`config.mk`:
```
export PLATFORM = sky130hd
export DESIGN_NAME = pac_conv_top
export DESIGN_NICKNAME = d
export VERILOG_FILES = /design/src/pac_pkg.sv /design/src/pac_stream_if.sv /design/src/pac_sync2.sv /design/src/pac_fifo.sv /design/src/pac_conv_top.sv
export VERILOG_INCLUDE_DIRS = /design/src /design/src/src
export SDC_FILE = /design/constraint.sdc
export NUM_CORES = 1
export LEC_CHECK = 0
export BUFFER_PORTS_ARGS = -buffer_cell sky130_fd_sc_hd__buf_2
export CAP_MARGIN = 20
export CORE_AREA = 4 4 176 178
export CTS_CLUSTER_DIAMETER = 200
export DETAILED_ROUTE_END_ITERATION = 10
export DIE_AREA = 0 0 180 182
export PLACE_DENSITY_LB_ADDON = 0.3
export REMOVE_ABC_BUFFERS = 1
export SLEW_MARGIN = 20
export SYNTH_ARGS = -nofsm -noshare
export SYNTH_HDL_FRONTEND = slang
export SYNTH_SLANG_ARGS = --single-unit
```
`constraint.sdc`:
```
create_clock -name ref_clk -period 5.8 [get_ports ref_clk]
set_clock_uncertainty 0.05 [all_clocks]
set_input_delay 1.16 -clock ref_clk [delete_from_list [all_inputs] [get_ports ref_clk]]
set_output_delay 1.16 -clock ref_clk [all_outputs]
set_load 0.02 [all_outputs]
```
`src/pac_map.svh`:
```
`ifndef PAC_MAP_SVH
`define PAC_MAP_SVH

// ============================================================
// Result format
`define PAC_RES_W 14
`define PAC_HALF_W 7
`define PAC_MSB_MASK 14'h2000
`define PAC_RES_RST 14'h0000

// ============================================================
// Conversion timing
`define PAC_CONV_TICKS 16
`define PAC_TICK_W 5
`define PAC_CLK_PERIOD_NS 25
`define PAC_OSC_PERIOD_NS 137
`define PAC_OSC_DIV ((`PAC_OSC_PERIOD_NS + `PAC_CLK_PERIOD_NS - 1) / `PAC_CLK_PERIOD_NS)
`define PAC_EOC_PULSE_NS 100
`define PAC_EOC_CYC ((`PAC_EOC_PULSE_NS + `PAC_CLK_PERIOD_NS - 1) / `PAC_CLK_PERIOD_NS)

// ============================================================
// Buffer and pin synchroniser
`define PAC_FIFO_DEPTH 16
`define PAC_PIN_COUNT 5
`define PAC_PIN_RST 5'h07

`endif

```
`src/pac_pkg.sv`:
```
`include "pac_map.svh"

package pac_pkg;
    // ============================================================
    // Types
    typedef enum logic [3:0] {
        PAC_IDLE = 4'h1,
        PAC_CONV = 4'h2,
        PAC_EOCP = 4'h4,
        PAC_POWER_SAVE_N = 4'h8
    } pac_state_t;
    typedef logic [`PAC_RES_W-1:0] pac_code_t;
endpackage

```
`src/pac_stream_if.sv`:
```
`timescale 1ns/1ps
// ============================================================
// Result stream between converter core and buffer
interface pac_stream_if #(parameter int W = 14) ();
    logic valid;
    logic ready;
    logic [W-1:0] data;
    modport src (output valid, output data, input ready);
    modport snk (input valid, input data, output ready);
endinterface

```
`src/pac_sync2.sv`:
```
`timescale 1ns/1ps
// ============================================================
// Two-stage pin synchroniser, one chain per bit
module pac_sync2 #(
    parameter int W = 5,
    parameter logic [W-1:0] RST_VAL = '0
) (
    // Clock and reset
    input wire logic ref_clk,
    input wire logic rstn,
    // Pins and synchronised levels
    input wire logic [W-1:0] asyncIn,
    output logic [W-1:0] syncOut
);
    genvar i;
    generate
        for (i = 0; i < W; i++) begin : g_bit
            logic meta_r;
            logic sync_r;
            // First stage feeds only the second stage
            always_ff @(posedge ref_clk) begin
                if (!rstn) begin
                    meta_r <= RST_VAL[i];
                    sync_r <= RST_VAL[i];
                end else begin
                    meta_r <= asyncIn[i];
                    sync_r <= meta_r;
                end
            end
            assign syncOut[i] = sync_r;
        end
    endgenerate
endmodule // pac_sync2

```
`src/pac_fifo.sv`:
```
`timescale 1ns/1ps
// ============================================================
// Result buffer, registered storage, honest full and empty
module pac_fifo #(
    parameter int W = 14,
    parameter int DEPTH = 16
) (
    // Clock and reset
    input wire logic ref_clk,
    input wire logic rstn,
    // Stream sides
    pac_stream_if.snk inS,
    pac_stream_if.src outS
);
    localparam int AW = $clog2(DEPTH);
    logic [W-1:0] mem [DEPTH];
    logic [AW-1:0] wrPtr_r;
    logic [AW-1:0] rdPtr_r;
    logic [AW:0] count_r;
    wire full = (count_r == (AW+1)'(DEPTH));
    wire push = inS.valid && inS.ready;
    wire pop = outS.valid && outS.ready;

    // Handshake decode
    assign inS.ready = !full;
    assign outS.valid = (count_r != '0);
    assign outS.data = mem[rdPtr_r];

    // Storage needs no reset; occupancy guards it
    always_ff @(posedge ref_clk) begin
        if (push) begin
            mem[wrPtr_r] <= inS.data;
        end
    end

    // Pointers and occupancy
    always_ff @(posedge ref_clk) begin
        if (!rstn) begin
            wrPtr_r <= '0;
            rdPtr_r <= '0;
            count_r <= '0;
        end else begin
            wrPtr_r <= wrPtr_r + AW'(push);
            rdPtr_r <= rdPtr_r + AW'(pop);
            count_r <= count_r + (AW+1)'(push) - (AW+1)'(pop);
        end
    end
endmodule // pac_fifo

```
`src/pac_conv_top.sv`:
```
`timescale 1ns/1ps
`include "pac_map.svh"
// ============================================================
// Functional notes
// - Result pins driven only while read strobe and select are both low.
// - Device counts as selected only while select is low.
// - Start rising edge puts sampler in hold and begins a conversion.
// - Clock input high at start edge selects external conversion clock.
// - Clock input low at start edge selects internal oscillator.
// - Conversion completes after exactly sixteen selected clock cycles; a full result buffer keeps it in conversion until a word leaves.
// - Standby input high runs normally, low enters power-save standby.
// - Status output shows conversion in progress or conversion finished.
// - Start level at conversion end picks status output behaviour.
// - Result bits 6 to 0 appear on three-state low pins.
// - Bipolar results use two's complement coding.
// - Unipolar results use straight binary coding.
// - Status goes high at start edge, high all conversion, then tracking.
// - Most significant bit on bit 13, descending to bit 0.
module pac_conv_top
    import pac_pkg::*;
(
    // Clock and reset
    input wire logic ref_clk,
    input wire logic rstn,
    // Conversion control pins
    input wire logic convertStart,
    input wire logic conversionClockIn,
    input wire logic powerSaveN,
    // Host read strobes
    input wire logic csN,
    input wire logic rdN,
    // Held analog level from the front end, and range coding
    input wire logic [`PAC_RES_W-1:0] sampleLevel,
    input wire logic bipolarMode,
    // Three-state result bus
    output logic [`PAC_HALF_W-1:0] resultHighBits,
    output logic [`PAC_HALF_W-1:0] resultLowBits,
    output logic resultOe,
    // Status pins
    output logic busyEoc,
    output logic trackHoldHold,
    output logic standbyActive
);
    // ============================================================
    // Pin synchronisation
    logic [`PAC_PIN_COUNT-1:0] pinSync;
    pac_sync2 #(
        .W(`PAC_PIN_COUNT),
        .RST_VAL(`PAC_PIN_RST)
    ) u_sync (
        .ref_clk(ref_clk),
        .rstn(rstn),
        .asyncIn({convertStart, conversionClockIn, powerSaveN, csN, rdN}),
        .syncOut(pinSync)
    );
    wire startSync = pinSync[4];
    wire clkSync = pinSync[3];
    wire pwrSync = pinSync[2];
    wire csSync = pinSync[1];
    wire rdSync = pinSync[0];

    // ============================================================
    // State and registers
    pac_state_t state_r;
    pac_state_t state_nxt;
    logic startPrev_r;
    logic clkPrev_r;
    logic extSel_r;
    logic [2:0] divCnt_r;
    logic [`PAC_TICK_W-1:0] tickCnt_r;
    pac_code_t held_r;
    pac_code_t sar_r;
    pac_code_t mask_r;
    logic bipolar_r;
    logic [2:0] eocCnt_r;
    logic status_r;
    logic status_nxt;
    pac_code_t dataOut_r;

    // ============================================================
    // Event decode
    // Internal ticks fall every sixth cycle, so an undisturbed conversion holds
    // for ninety-six cycles plus the finishing edge; a full buffer can only
    // stretch it. External ticks arrive three edges after the pin rises.
    wire startRise = startSync && !startPrev_r;
    wire extRise = clkSync && !clkPrev_r;
    wire intTick = (divCnt_r == 3'(`PAC_OSC_DIV - 1));
    wire tick = extSel_r ? extRise : intTick;
    wire ticksDone = (tickCnt_r == `PAC_TICK_W'(`PAC_CONV_TICKS));
    wire inConv = (state_r == PAC_CONV);
    wire inStby = (state_r == PAC_POWER_SAVE_N);
    wire canStart = (state_r == PAC_IDLE) || (state_r == PAC_EOCP);
    wire accept = canStart && pwrSync && startRise;
    wire eocDone = (eocCnt_r == 3'(`PAC_EOC_CYC - 1));

    // Result buffer links
    pac_stream_if #(.W(`PAC_RES_W)) coreS ();
    pac_stream_if #(.W(`PAC_RES_W)) readS ();
    wire finish = inConv && pwrSync && ticksDone && coreS.ready;

    // ============================================================
    // Successive approximation trial, one bit per tick after the first
    wire pac_code_t trialCode = sar_r | mask_r;
    wire trialKeep = (trialCode <= held_r);
    wire trialStep = inConv && tick && !ticksDone && (tickCnt_r != '0) && (mask_r != '0);

    // Output coding: flip the sign bit for offset-to-two's-complement
    wire pac_code_t codedResult = bipolar_r ? {~sar_r[`PAC_RES_W-1], sar_r[`PAC_RES_W-2:0]}
                                            : sar_r;

    // Core pushes its result; a full buffer stalls the end of conversion
    assign coreS.valid = inConv && pwrSync && ticksDone;
    assign coreS.data = codedResult;

    pac_fifo #(
        .W(`PAC_RES_W),
        .DEPTH(`PAC_FIFO_DEPTH)
    ) u_fifo (
        .ref_clk(ref_clk),
        .rstn(rstn),
        .inS(coreS),
        .outS(readS)
    );

    // ============================================================
    // Host read decode
    wire selected = !csSync;
    wire readActive = selected && !rdSync;
    // Output register never changes under a read, so no torn word
    assign readS.ready = !readActive;
    wire resultLoad = readS.valid && readS.ready;

    // ============================================================
    // Next state
    always_comb begin
        state_nxt = state_r;
        status_nxt = status_r;
        case (state_r)
            PAC_IDLE: begin
                if (!pwrSync) begin
                    state_nxt = PAC_POWER_SAVE_N;
                end else if (startRise) begin
                    state_nxt = PAC_CONV;
                    status_nxt = 1'b1;
                end
            end
            PAC_CONV: begin
                if (!pwrSync) begin
                    state_nxt = PAC_POWER_SAVE_N;
                    status_nxt = 1'b0;
                end else if (finish) begin
                    // Start still high: busy mode; low: end-of-conversion pulse
                    state_nxt = startSync ? PAC_IDLE : PAC_EOCP;
                    status_nxt = 1'b0;
                end
            end
            PAC_EOCP: begin
                if (!pwrSync) begin
                    state_nxt = PAC_POWER_SAVE_N;
                    status_nxt = 1'b0;
                end else if (startRise) begin
                    state_nxt = PAC_CONV;
                    status_nxt = 1'b1;
                end else if (eocDone) begin
                    state_nxt = PAC_IDLE;
                    status_nxt = 1'b1;
                end
            end
            PAC_POWER_SAVE_N: begin
                if (pwrSync) begin
                    state_nxt = PAC_IDLE;
                end
            end
            default: begin
                state_nxt = PAC_IDLE;
                status_nxt = 1'b0;
            end
        endcase
    end

    // State, status and edge history
    always_ff @(posedge ref_clk) begin
        if (!rstn) begin
            state_r <= PAC_IDLE;
            status_r <= 1'b0;
            startPrev_r <= 1'b0;
            clkPrev_r <= 1'b0;
        end else begin
            state_r <= state_nxt;
            status_r <= status_nxt;
            startPrev_r <= startSync;
            clkPrev_r <= clkSync;
        end
    end

    // Clock source and range latched at the start edge
    always_ff @(posedge ref_clk) begin
        if (!rstn) begin
            extSel_r <= 1'b0;
            bipolar_r <= 1'b0;
            held_r <= `PAC_RES_RST;
        end else if (accept) begin
            extSel_r <= clkSync;
            bipolar_r <= bipolarMode;
            held_r <= sampleLevel;
        end
    end

    // Internal oscillator divider; idles in standby to save power
    always_ff @(posedge ref_clk) begin
        if (!rstn || accept || !inConv || intTick) begin
            divCnt_r <= 3'h0;
        end else begin
            divCnt_r <= divCnt_r + 3'h1;
        end
    end

    // Tick counter saturates at sixteen until the next accepted start clears it
    always_ff @(posedge ref_clk) begin
        if (!rstn || accept) begin
            tickCnt_r <= '0;
        end else if (inConv && tick && !ticksDone) begin
            tickCnt_r <= tickCnt_r + `PAC_TICK_W'(1);
        end
    end

    // Approximation register, MSB trial first
    always_ff @(posedge ref_clk) begin
        if (!rstn || accept) begin
            sar_r <= `PAC_RES_RST;
            mask_r <= `PAC_MSB_MASK;
        end else if (trialStep) begin
            sar_r <= trialKeep ? trialCode : sar_r;
            mask_r <= mask_r >> 1;
        end
    end

    // End-of-conversion pulse width
    always_ff @(posedge ref_clk) begin
        if (!rstn || state_r != PAC_EOCP) begin
            eocCnt_r <= 3'h0;
        end else begin
            eocCnt_r <= eocCnt_r + 3'h1;
        end
    end

    // Readable result, updated only between reads
    always_ff @(posedge ref_clk) begin
        if (!rstn) begin
            dataOut_r <= `PAC_RES_RST;
        end else if (resultLoad) begin
            dataOut_r <= readS.data;
        end
    end

    // ============================================================
    // Output pins
    assign resultHighBits = dataOut_r[`PAC_RES_W-1:`PAC_HALF_W];
    assign resultLowBits = dataOut_r[`PAC_HALF_W-1:0];
    assign resultOe = readActive;
    assign busyEoc = status_r;
    assign trackHoldHold = inConv;
    assign standbyActive = inStby;

    // ============================================================
    // Checks
    localparam int INT_CYC = `PAC_CONV_TICKS * `PAC_OSC_DIV;
    logic [7:0] convCycles_r;
    always_ff @(posedge ref_clk) begin
        if (!rstn || !inConv) begin
            convCycles_r <= 8'h00;
        end else if (convCycles_r != 8'hFF) begin
            convCycles_r <= convCycles_r + 8'h01;
        end
    end
endmodule // pac_conv_top

```
# Word level (Yosys, flattened, before mapping)
# Memory sizes are Yosys's and may differ from the RTL's. A register that Yosys moved wholly into a read port is not among the register bits.
# Index checks and enable logic that the tools add are counted.
# Widths: inputs -> output; s select.
# word_totals
elab_cells	108
ram_bits	224
regBits	85
n_memories	1
output_inout_bits	18
inputBits	22
# memory_table
memory	depth	word_bits	read_ports	rd_ports_with_merged_regs	write_ports	line_no	source
u_fifo.mem	16	14	1	1	1	pac_fifo.sv:16	logic [W-1:0] mem [DEPTH];
# op_classes
bitwise_logic	3
n_reduce_logical	34
add_sub_neg	7
muxes	22
magnitude_cmp	1
eq_ne	15
# ops
operator	count
$mux 4	8
$pmux 4 s4	1
$le 14x14->1	1
$mux 14	1
$or 14x14->14	1
$reduce_bool 14->1	1
$logic_and 1x1->1	13
$eq 5x5->1 const B	2
$logic_not 1->1	10
$mux 1	10
$reduce_bool 5->1	2
$add 4x1->4	2
$add 3x1->3 const B	2
$add 5x1->5	1
$add 5x1->5 const B	1
$logic_or 1x1->1	5
$reduce_and 5->1	1
$sub 5x1->5	1
$eq 4x1->1 const B	1
$eq 4x2->1 const B	1
$eq 4x3->1 const B	1
$eq 4x4->1 const B	1
$ne 2x1->1 const B	2
$ne 4x3->1 const B	1
11 further kinds	12

# Longest topological paths before layout
# Gate-level depths: netlist of the first run.
# depth
word_depth	8
depth_mapped	12
mapped_depth_nobuf	12

# By module
# A second synthesis of the first run with hierarchy kept.
# hier_totals
cells_unflattened	876
area_unflattened_um2	13065.0
# by_module_without_submodules
module	n_inst	area_per_inst_um2	cells_each	seq_area_each_um2
pac_fifo	1	9213.8	434	6986.7
pac_conv_top	1	3550.9	417	1521.5
pac_sync2	1	300.3	25	200.2

# Worst setup path before layout of the first run
# Ideal clock, no wire load.
# synth_timing
path_kind	reg-to-reg
from	reg state_r[0]
to	mem u_fifo.mem[2][0] (enable)
arrival_ns	2.573
setup_ns	0.403
period_less_slack_ns	3.026
setup_slack_ns	2.774
path_buffers	1
required_ns	5.347
stages_incl_launch_ff	6
path_cell_list	dfxtp_1 -> buf_6 -> or4b_4 -> nor4b_4 -> nand3b_1 -> nor3_1
# synth_via
elab_chain_cells	6
# synth_lines
element	line_no	source
start: declaration	pac_conv_top.sv:64	pac_state_t state_r;
start signal: assignment	pac_conv_top.sv:189	state_r <= state_nxt;
$eq 4x2->1	pac_conv_top.sv:90	wire inConv = (state_r == PAC_CONV);
$logic_and 1x1->1 (2 in series)	pac_conv_top.sv:112	assign coreS.valid = inConv && pwrSync && ticksDone;
$logic_and 1x1->1	pac_fifo.sv:21	wire push = inS.valid && inS.ready;
$mux 1	pac_fifo.sv:31	if (push) begin
$mux 1 (not written as such)	pac_fifo.sv:32	mem[wrPtr_r] <= inS.data;
end: declaration	pac_fifo.sv:16	
# No other way between the ends.

# Worst setup path after layout of the first run
# layout_timing
from	reg u_sync.g_bit[2].sync_r
to	mem u_fifo.mem[11][0] (enable)
# layout_via
elab_chain_cells	5
# layout_lines
element	line_no	source
start: declaration	pac_sync2.sv:19	logic sync_r;
start signal: assignment	pac_sync2.sv:24	sync_r <= RST_VAL[i];
start signal: assignment	pac_sync2.sv:27	sync_r <= meta_r;
$logic_and 1x1->1 (2 in series)	pac_conv_top.sv:112	
$logic_and 1x1->1	pac_fifo.sv:21	
$mux 1	pac_fifo.sv:31	
$mux 1 (not written as such)	pac_fifo.sv:32	
# No other way between the ends.

==> results of run 1 <==
==> registers in the layout (all words and copies together), names as in the netlist, 3 cells and up <==
name,flops
dataOut_r,14
divCnt_r,3
eocCnt_r,3
held_r,14
mask_r,14
sar_r,14
state_r,4
tickCnt_r,5
u_fifo.count_r,5
u_fifo.mem,224
u_fifo.rdPtr_r,4
u_fifo.wrPtr_r,4
u_sync.g_bit.meta_r,5
u_sync.g_bit.sync_r,5
==> layout by cell type, fill, tap and decap left out, types with 17 or more instances in the layout <==
master	n
edfxtp_1	224
dfxtp_1	96
mux2i_1	58
mux4_2	56
nor2_1	47
inv_1	41
buf_2	39
clkbuf_16	36
ha_1	30
buf_4	22
nor2b_1	20
and2_1	18
a21o_1	17
==> layer usage <==
layer  GRT usage (%)  up-vias  part of all wire (%)
li1                -     3264                     -
met1            21.2     3472                    46
met2            25.6      142                    49
met3            2.60       33                   4.0
met4            3.57        0                   1.6
met5               0        -                     0
==> metrics by stage <==
step | area [sq um] | util (%) | hold WS, ns | instances | total power [mW]
after floorplan | 12900 | - | 0.336 | 787 | 2.61
after global placement | 13800 | 46.8 | 0.341 | 1238 | 2.65
after detailed placement | 13800 | 46.9 | 0.341 | 1238 | 2.65
after CTS | 15000 | 50.9 | 0.355 | 1302 | 4.91
after global routing | 15000 | 50.9 | 0.378 | 1302 | 5.01
final | 15000 | 50.9 | 0.356 | 1302 | 4.85
==> critical path: cells and delay by family, from the launching register on <==
family,cells,cell delay [ns]
and+or+nand+nor,4,1.96
buffers and inverters,1,0.30
DFF,1,0.52
==> logic make-up (layout without fill, tap and decap cells) <==
group / Yosys count / after routing / synth area share [%]
compound gates: 92 / 92 / 4.84
mux: 114 / 114 / 14.0
buf+inv: 83 / 166 / 2.79
simple gates: 172 / 172 / 7.98
xor+xnor: 14 / 14 / 0.935
flops: 323 / 323 / 66.4
fa+ha+maj: 31 / 31 / 3.01
==> power breakdown <==
| part | internal [mW] | total [mW] | switching, mW |
|---|---|---|---|
| Combinational | 0.0608 | 0.132 | 0.0712 |
| Sequential | 2.45 | 2.47 | 0.0204 |
| Clock | 1.39 | 2.25 | 0.854 |
| Total | 3.90 | 4.85 | 0.946 |
==> area by class of cell <==
| type | count | area [sq um] | area share (%) |
|---|---|---|---|
| inverter | 41 | 154 | 1.03 |
| sequential | 323 | 8710 | 58.3 |
| clock buffer | 48 | 966 | 6.46 |
| multi-input combinational | 423 | 4070 | 27.2 |
| clock inverter | 16 | 213 | 1.42 |
| tap | 390 | 488 | 3.26 |
| timing repair buffer | 61 | 360 | 2.41 |
==> worst paths after layout <==
path                                        startpoint                endpoint  slack (ns)  cells past startpoint
worst max-delay path            u_sync.g_bit[2].sync_r       u_fifo.mem[11][0]        2.69                      5
worst min-delay path            u_sync.g_bit[2].meta_r  u_sync.g_bit[2].sync_r        0.36                      1
worst max register to register  u_sync.g_bit[2].sync_r       u_fifo.mem[11][0]        2.69                      5
worst min register to register  u_sync.g_bit[2].meta_r  u_sync.g_bit[2].sync_r        0.36                      1
==> flow_summary.toml, run 1 <==
[job]
drv_cap = 0

[floorplan]
start_util_pct = 44.6
num_rows = 63
core_sq_mm = 0.0294
dieArea_sq_mm = 0.0328
die_w_microns = 180
die_y_microns = 182
ios = 40

[yosys]
syn_avg_cell_area_sq_um = 15.8
ys_top_cells_by_area = "edfxtp_1 (51%), dfxtp_1 (15%), mux4_2 (9.6%), mux2i_1 (4.4%), ha_1 (2.9%)"
ys.flop_type = "edfxtp_1"
yosysWarnings = 0
yosys.area.top_type_share_pct = 51.3
synth_area_sq_mm = 0.0131
synth_most_common_cell = "edfxtp_1"
synth_top_area_cell = "edfxtp_1"
async_reset_ff_share_pct = 0
synth_cells = 829
synth_edf_count = 224
synth-seq-cells = 323
yosysSeqAreaShare_pct = 66.4
synth_common_cells = "edfxtp_1 (224), dfxtp_1 (99), mux2i_1 (58)"
yosysUniqueCellTypes = 63

[sta]
slew_headroom_pct = 34.2
worst_slew_pin_slew_ns = 0.984
fin_ws_ns = 2.69
timing.fmax_ghz = 0.321
min_period_over_period_pct = 53.7
setup_violations = 0
min_period_ns = 3.11
rsz0062_at_grt = "false"
report.final.hold_viol_count = 0
fin_tns_setup_ns = 0
slew_viol_final = 0

[clock_tree]
ctsHoldBuffers = 0
root_buffer = "clkbuf_16"
numClockSinks = 323
cts_htree_levels = 2
tritoncts = "yes"
clk_path_buf_depth = 3
clkLatencyLatePin_ns = 0.52
clk_pin_slew_worst_paths_ns = 0.06
cts_setup_buffers = 0
cts_buffers = 35
cts_resized = 0

[detailed_routing]
drc = 0
drtIter0Drc = 473
final_antenna_net_count = 0
vias_per_cell = 5.31
dr.pass1.iters = 4
wl_mm = 25.0
wire_per_inst_microns = 19.2
num_vias = 6911

[final_layout]
syn_to_final_growth_pct = 14.1
drive_above_1_share_pct = 21.8
nets = 938
num-fill-cells = 2450
n_antenna_cell = 0

[critical_path]
crit_type = "flip-flop to flip-flop"
cp.arrival_ns = 3.29
cp_data_required_time_ns = 5.98
slowest_delay_ns = 0.73
cpMaxStageDelayCell = "nor2_1"
cp_cell_sequence = "or4b_4 -> nor4b_4 -> nand3_1 -> nor2_1 -> buf_4"
path_max_fanout = 11
start_kind = "flip-flop"
cp-end-kind = "flip-flop"

[grt]
grt_max_degree = 52
grt_pass1_vias = 6888
overflow = 0
grt_pass1_wl_mm = 39.6
antenna_found_initial = 0
grt.total_usage_pct = 15.3

[placement]
place_congestion = 0.719
io_buffers = 39
dp_slack_ns = 2.56
hpwl_mm = 15.4

[power_and_ir_drop]
peakVddDrop_uv = 216
power_density_mw_per_mm2 = 324
p_leak_nw = 4.66

[status]
status = "completed"

[min_path]
hold_path.class = "flip-flop to flip-flop"
Note: power is estimated with default switching activity, not from simulation.
==> inputs of run 2 (changes only) <==
==> constraint.sdc (replaced) <==
create_clock -name ref_clk -period 3.1 [get_ports ref_clk]
set_clock_uncertainty 0.05 [all_clocks]
set_input_delay 0.62 -clock ref_clk [delete_from_list [all_inputs] [get_ports ref_clk]]
set_output_delay 0.62 -clock ref_clk [all_outputs]
set_load 0.02 [all_outputs]
==> flow_summary.toml, run 2 (synthesized netlist as in run 1, its figures left out) <==
[status]
status = "completed"

[placement]
place_congestion = 0.775
hpwl_mm = 15.6
dp.cells = 1252
io_buffers = 39

[grt]
grt.total_usage_pct = 15.1
grt_pass1_vias = 7102
grt_pass1_wl_mm = 39.8
overflow = 0
grt_max_degree = 44
antenna_found_initial = 0

[final_layout]
largest_reg_flops = 224
n_antenna_cell = 0
nets = 952
drive_above_1_share_pct = 23.6
seqCellArea_sq_mm = 0.00871
final_common_cell = "edfxtp_1"
num-fill-cells = 2402
multi_input_area_sq_mm = 0.00406
syn_to_final_growth_pct = 15.2
top_register = "u_fifo.mem"
utilization_pct = 51.4
layout_common_cells = "edfxtp_1 (224), dfxtp_1 (96), mux2i_1 (58)"
layout.cells.non_filler = 1314

[floorplan]
num_rows = 63
die_y_microns = 182
die_w_microns = 180
core_sq_mm = 0.0294
dieArea_sq_mm = 0.0328
ios = 40
start_util_pct = 44.6

[critical_path]
cpMaxStageDelayCell = "fa_1"
crit_type = "flip-flop to flip-flop"
rr_worst_depth = 12
slowest_delay_ns = 0.40
reg2reg_from = "u_fifo.count_r[2]"
r2r_slack_ns = 0.31
crit_family = "adder cells"
start_kind = "flip-flop"
cp.arrival_ns = 3.14
cp_data_required_time_ns = 3.45
cp_cell_sequence = "inv_1 -> ha_1 -> nor4b_1 -> nor2_1 -> ha_1 -> inv_1 -> ha_1 -> fa_1 -> a21oi_1 -> nor2_1 -> or3_1 -> and3_1"
crit_top_cell = "ha_1"
r2r-end = "u_fifo.count_r[4]"
path_max_fanout = 5
crit_buf_inv = 2
cp-end-kind = "flip-flop"

[sta]
timing.fmax_ghz = 0.359
rsz0062_at_grt = "false"
fin_tns_setup_ns = 0
min_period_ns = 2.79
report.final.hold_viol_count = 0
slew_headroom_pct = 44.1
slew_viol_final = 0
setup_violations = 0
min_period_over_period_pct = 89.9
worst_slew_pin_slew_ns = 0.835

[clock_tree]
clkLatencyLatePin_ns = 0.51
tritoncts = "yes"
cts_setup_buffers = 0
clk_path_buf_depth = 3
clk_pin_slew_worst_paths_ns = 0.06
numClockSinks = 323
ctsHoldBuffers = 0
cts_buffers = 35
root_buffer = "clkbuf_16"
cts_htree_levels = 2
cts_resized = 0

[power_and_ir_drop]
peakVddDrop_uv = 440
power_density_mw_per_mm2 = 601
power_mw = 9.08
p_leak_nw = 4.75

[detailed_routing]
wl_mm = 24.5
wl_met1_mm = 11.2
dr_wl_met2_mm = 11.9
top_layer = "met4"
wire_per_inst_microns = 18.7
drtIter0Drc = 507
final_antenna_net_count = 0
dr.pass1.iters = 4
drc = 0
num_vias = 6979
wl_met3_microns = 997
vias_per_cell = 5.31

[job]
drv_cap = 0

[min_path]
hold_end = "u_sync.g_bit[2].meta_r"
hold_path.class = "input port to flip-flop"
holdPathStages = 2
holdCritStartpoint = "powerSaveN"
-- run 2: changes by cell type in the layout (fill, tap and decap cells not counted), sizes merged --
cell,delta
buf,+14
clkbuf,-8
clkinv,+5
clkinvlp,+1
-- run 2: power by group --
group          leakage (nW)  total, mW  internal (mW)  switching, mW
logic                  1.78      0.254          0.118          0.137
clock network         0.576       4.20           2.57           1.63
registers              2.40       4.62           4.59         0.0374
total                  4.75       9.08           7.27           1.80
-- run 2: worst register-to-register path, delay by kind of cell, from the launching register on --
kind                     cells  cell delay [ns]
AO/OA/AOI/OAI                1             0.16
adder cells (fa/ha/maj)      4             1.07
buffers and inverters        2             0.12
flip-flops                   1             0.31
AND/OR/NAND/NOR              5             0.97
-- run 2: final cells by class --
type | count | share of cell area (%)
flip-flops and latches | 323 | 57.7
multi-input cells | 423 | 26.9
clock buffers | 40 | 6.13
repair buffers | 75 | 3.33
well taps | 390 | 3.23
clock inverters | 22 | 1.67
inverters | 41 | 1.02
-- run 2: worst max path at each step --
stage                   endpoint  cells past startpoint               from
2_1_floorplan       dataOut_r[0]                      4  u_fifo.rdPtr_r[0]
3_3_place_gp   u_fifo.count_r[4]                     12  u_fifo.count_r[3]
6_report       u_fifo.count_r[4]                     12  u_fifo.count_r[2]
3_5_place_dp   u_fifo.count_r[4]                     12  u_fifo.count_r[3]
4_1_cts        u_fifo.count_r[4]                     12  u_fifo.count_r[2]
5_1_grt        u_fifo.count_r[4]                     12  u_fifo.count_r[3]
-- run 2: per-layer routing --
layer	vias up	GRT usage, %
met2	150	25.0
met5	-	0
met3	30	2.68
li1	3293	-
met4	0	3.72
met1	3506	20.8
-- run 2: through the flow --
step	setup WS, ns	hold slack [ns]	cell area [sq um]
global route	0.107	0.233	15100
floorplan	-0.522	0.336	12900
CTS	0.292	0.221	15100
detailed placement	0.323	0.344	13900
global placement	0.380	0.338	13900
finish	0.313	0.242	15100
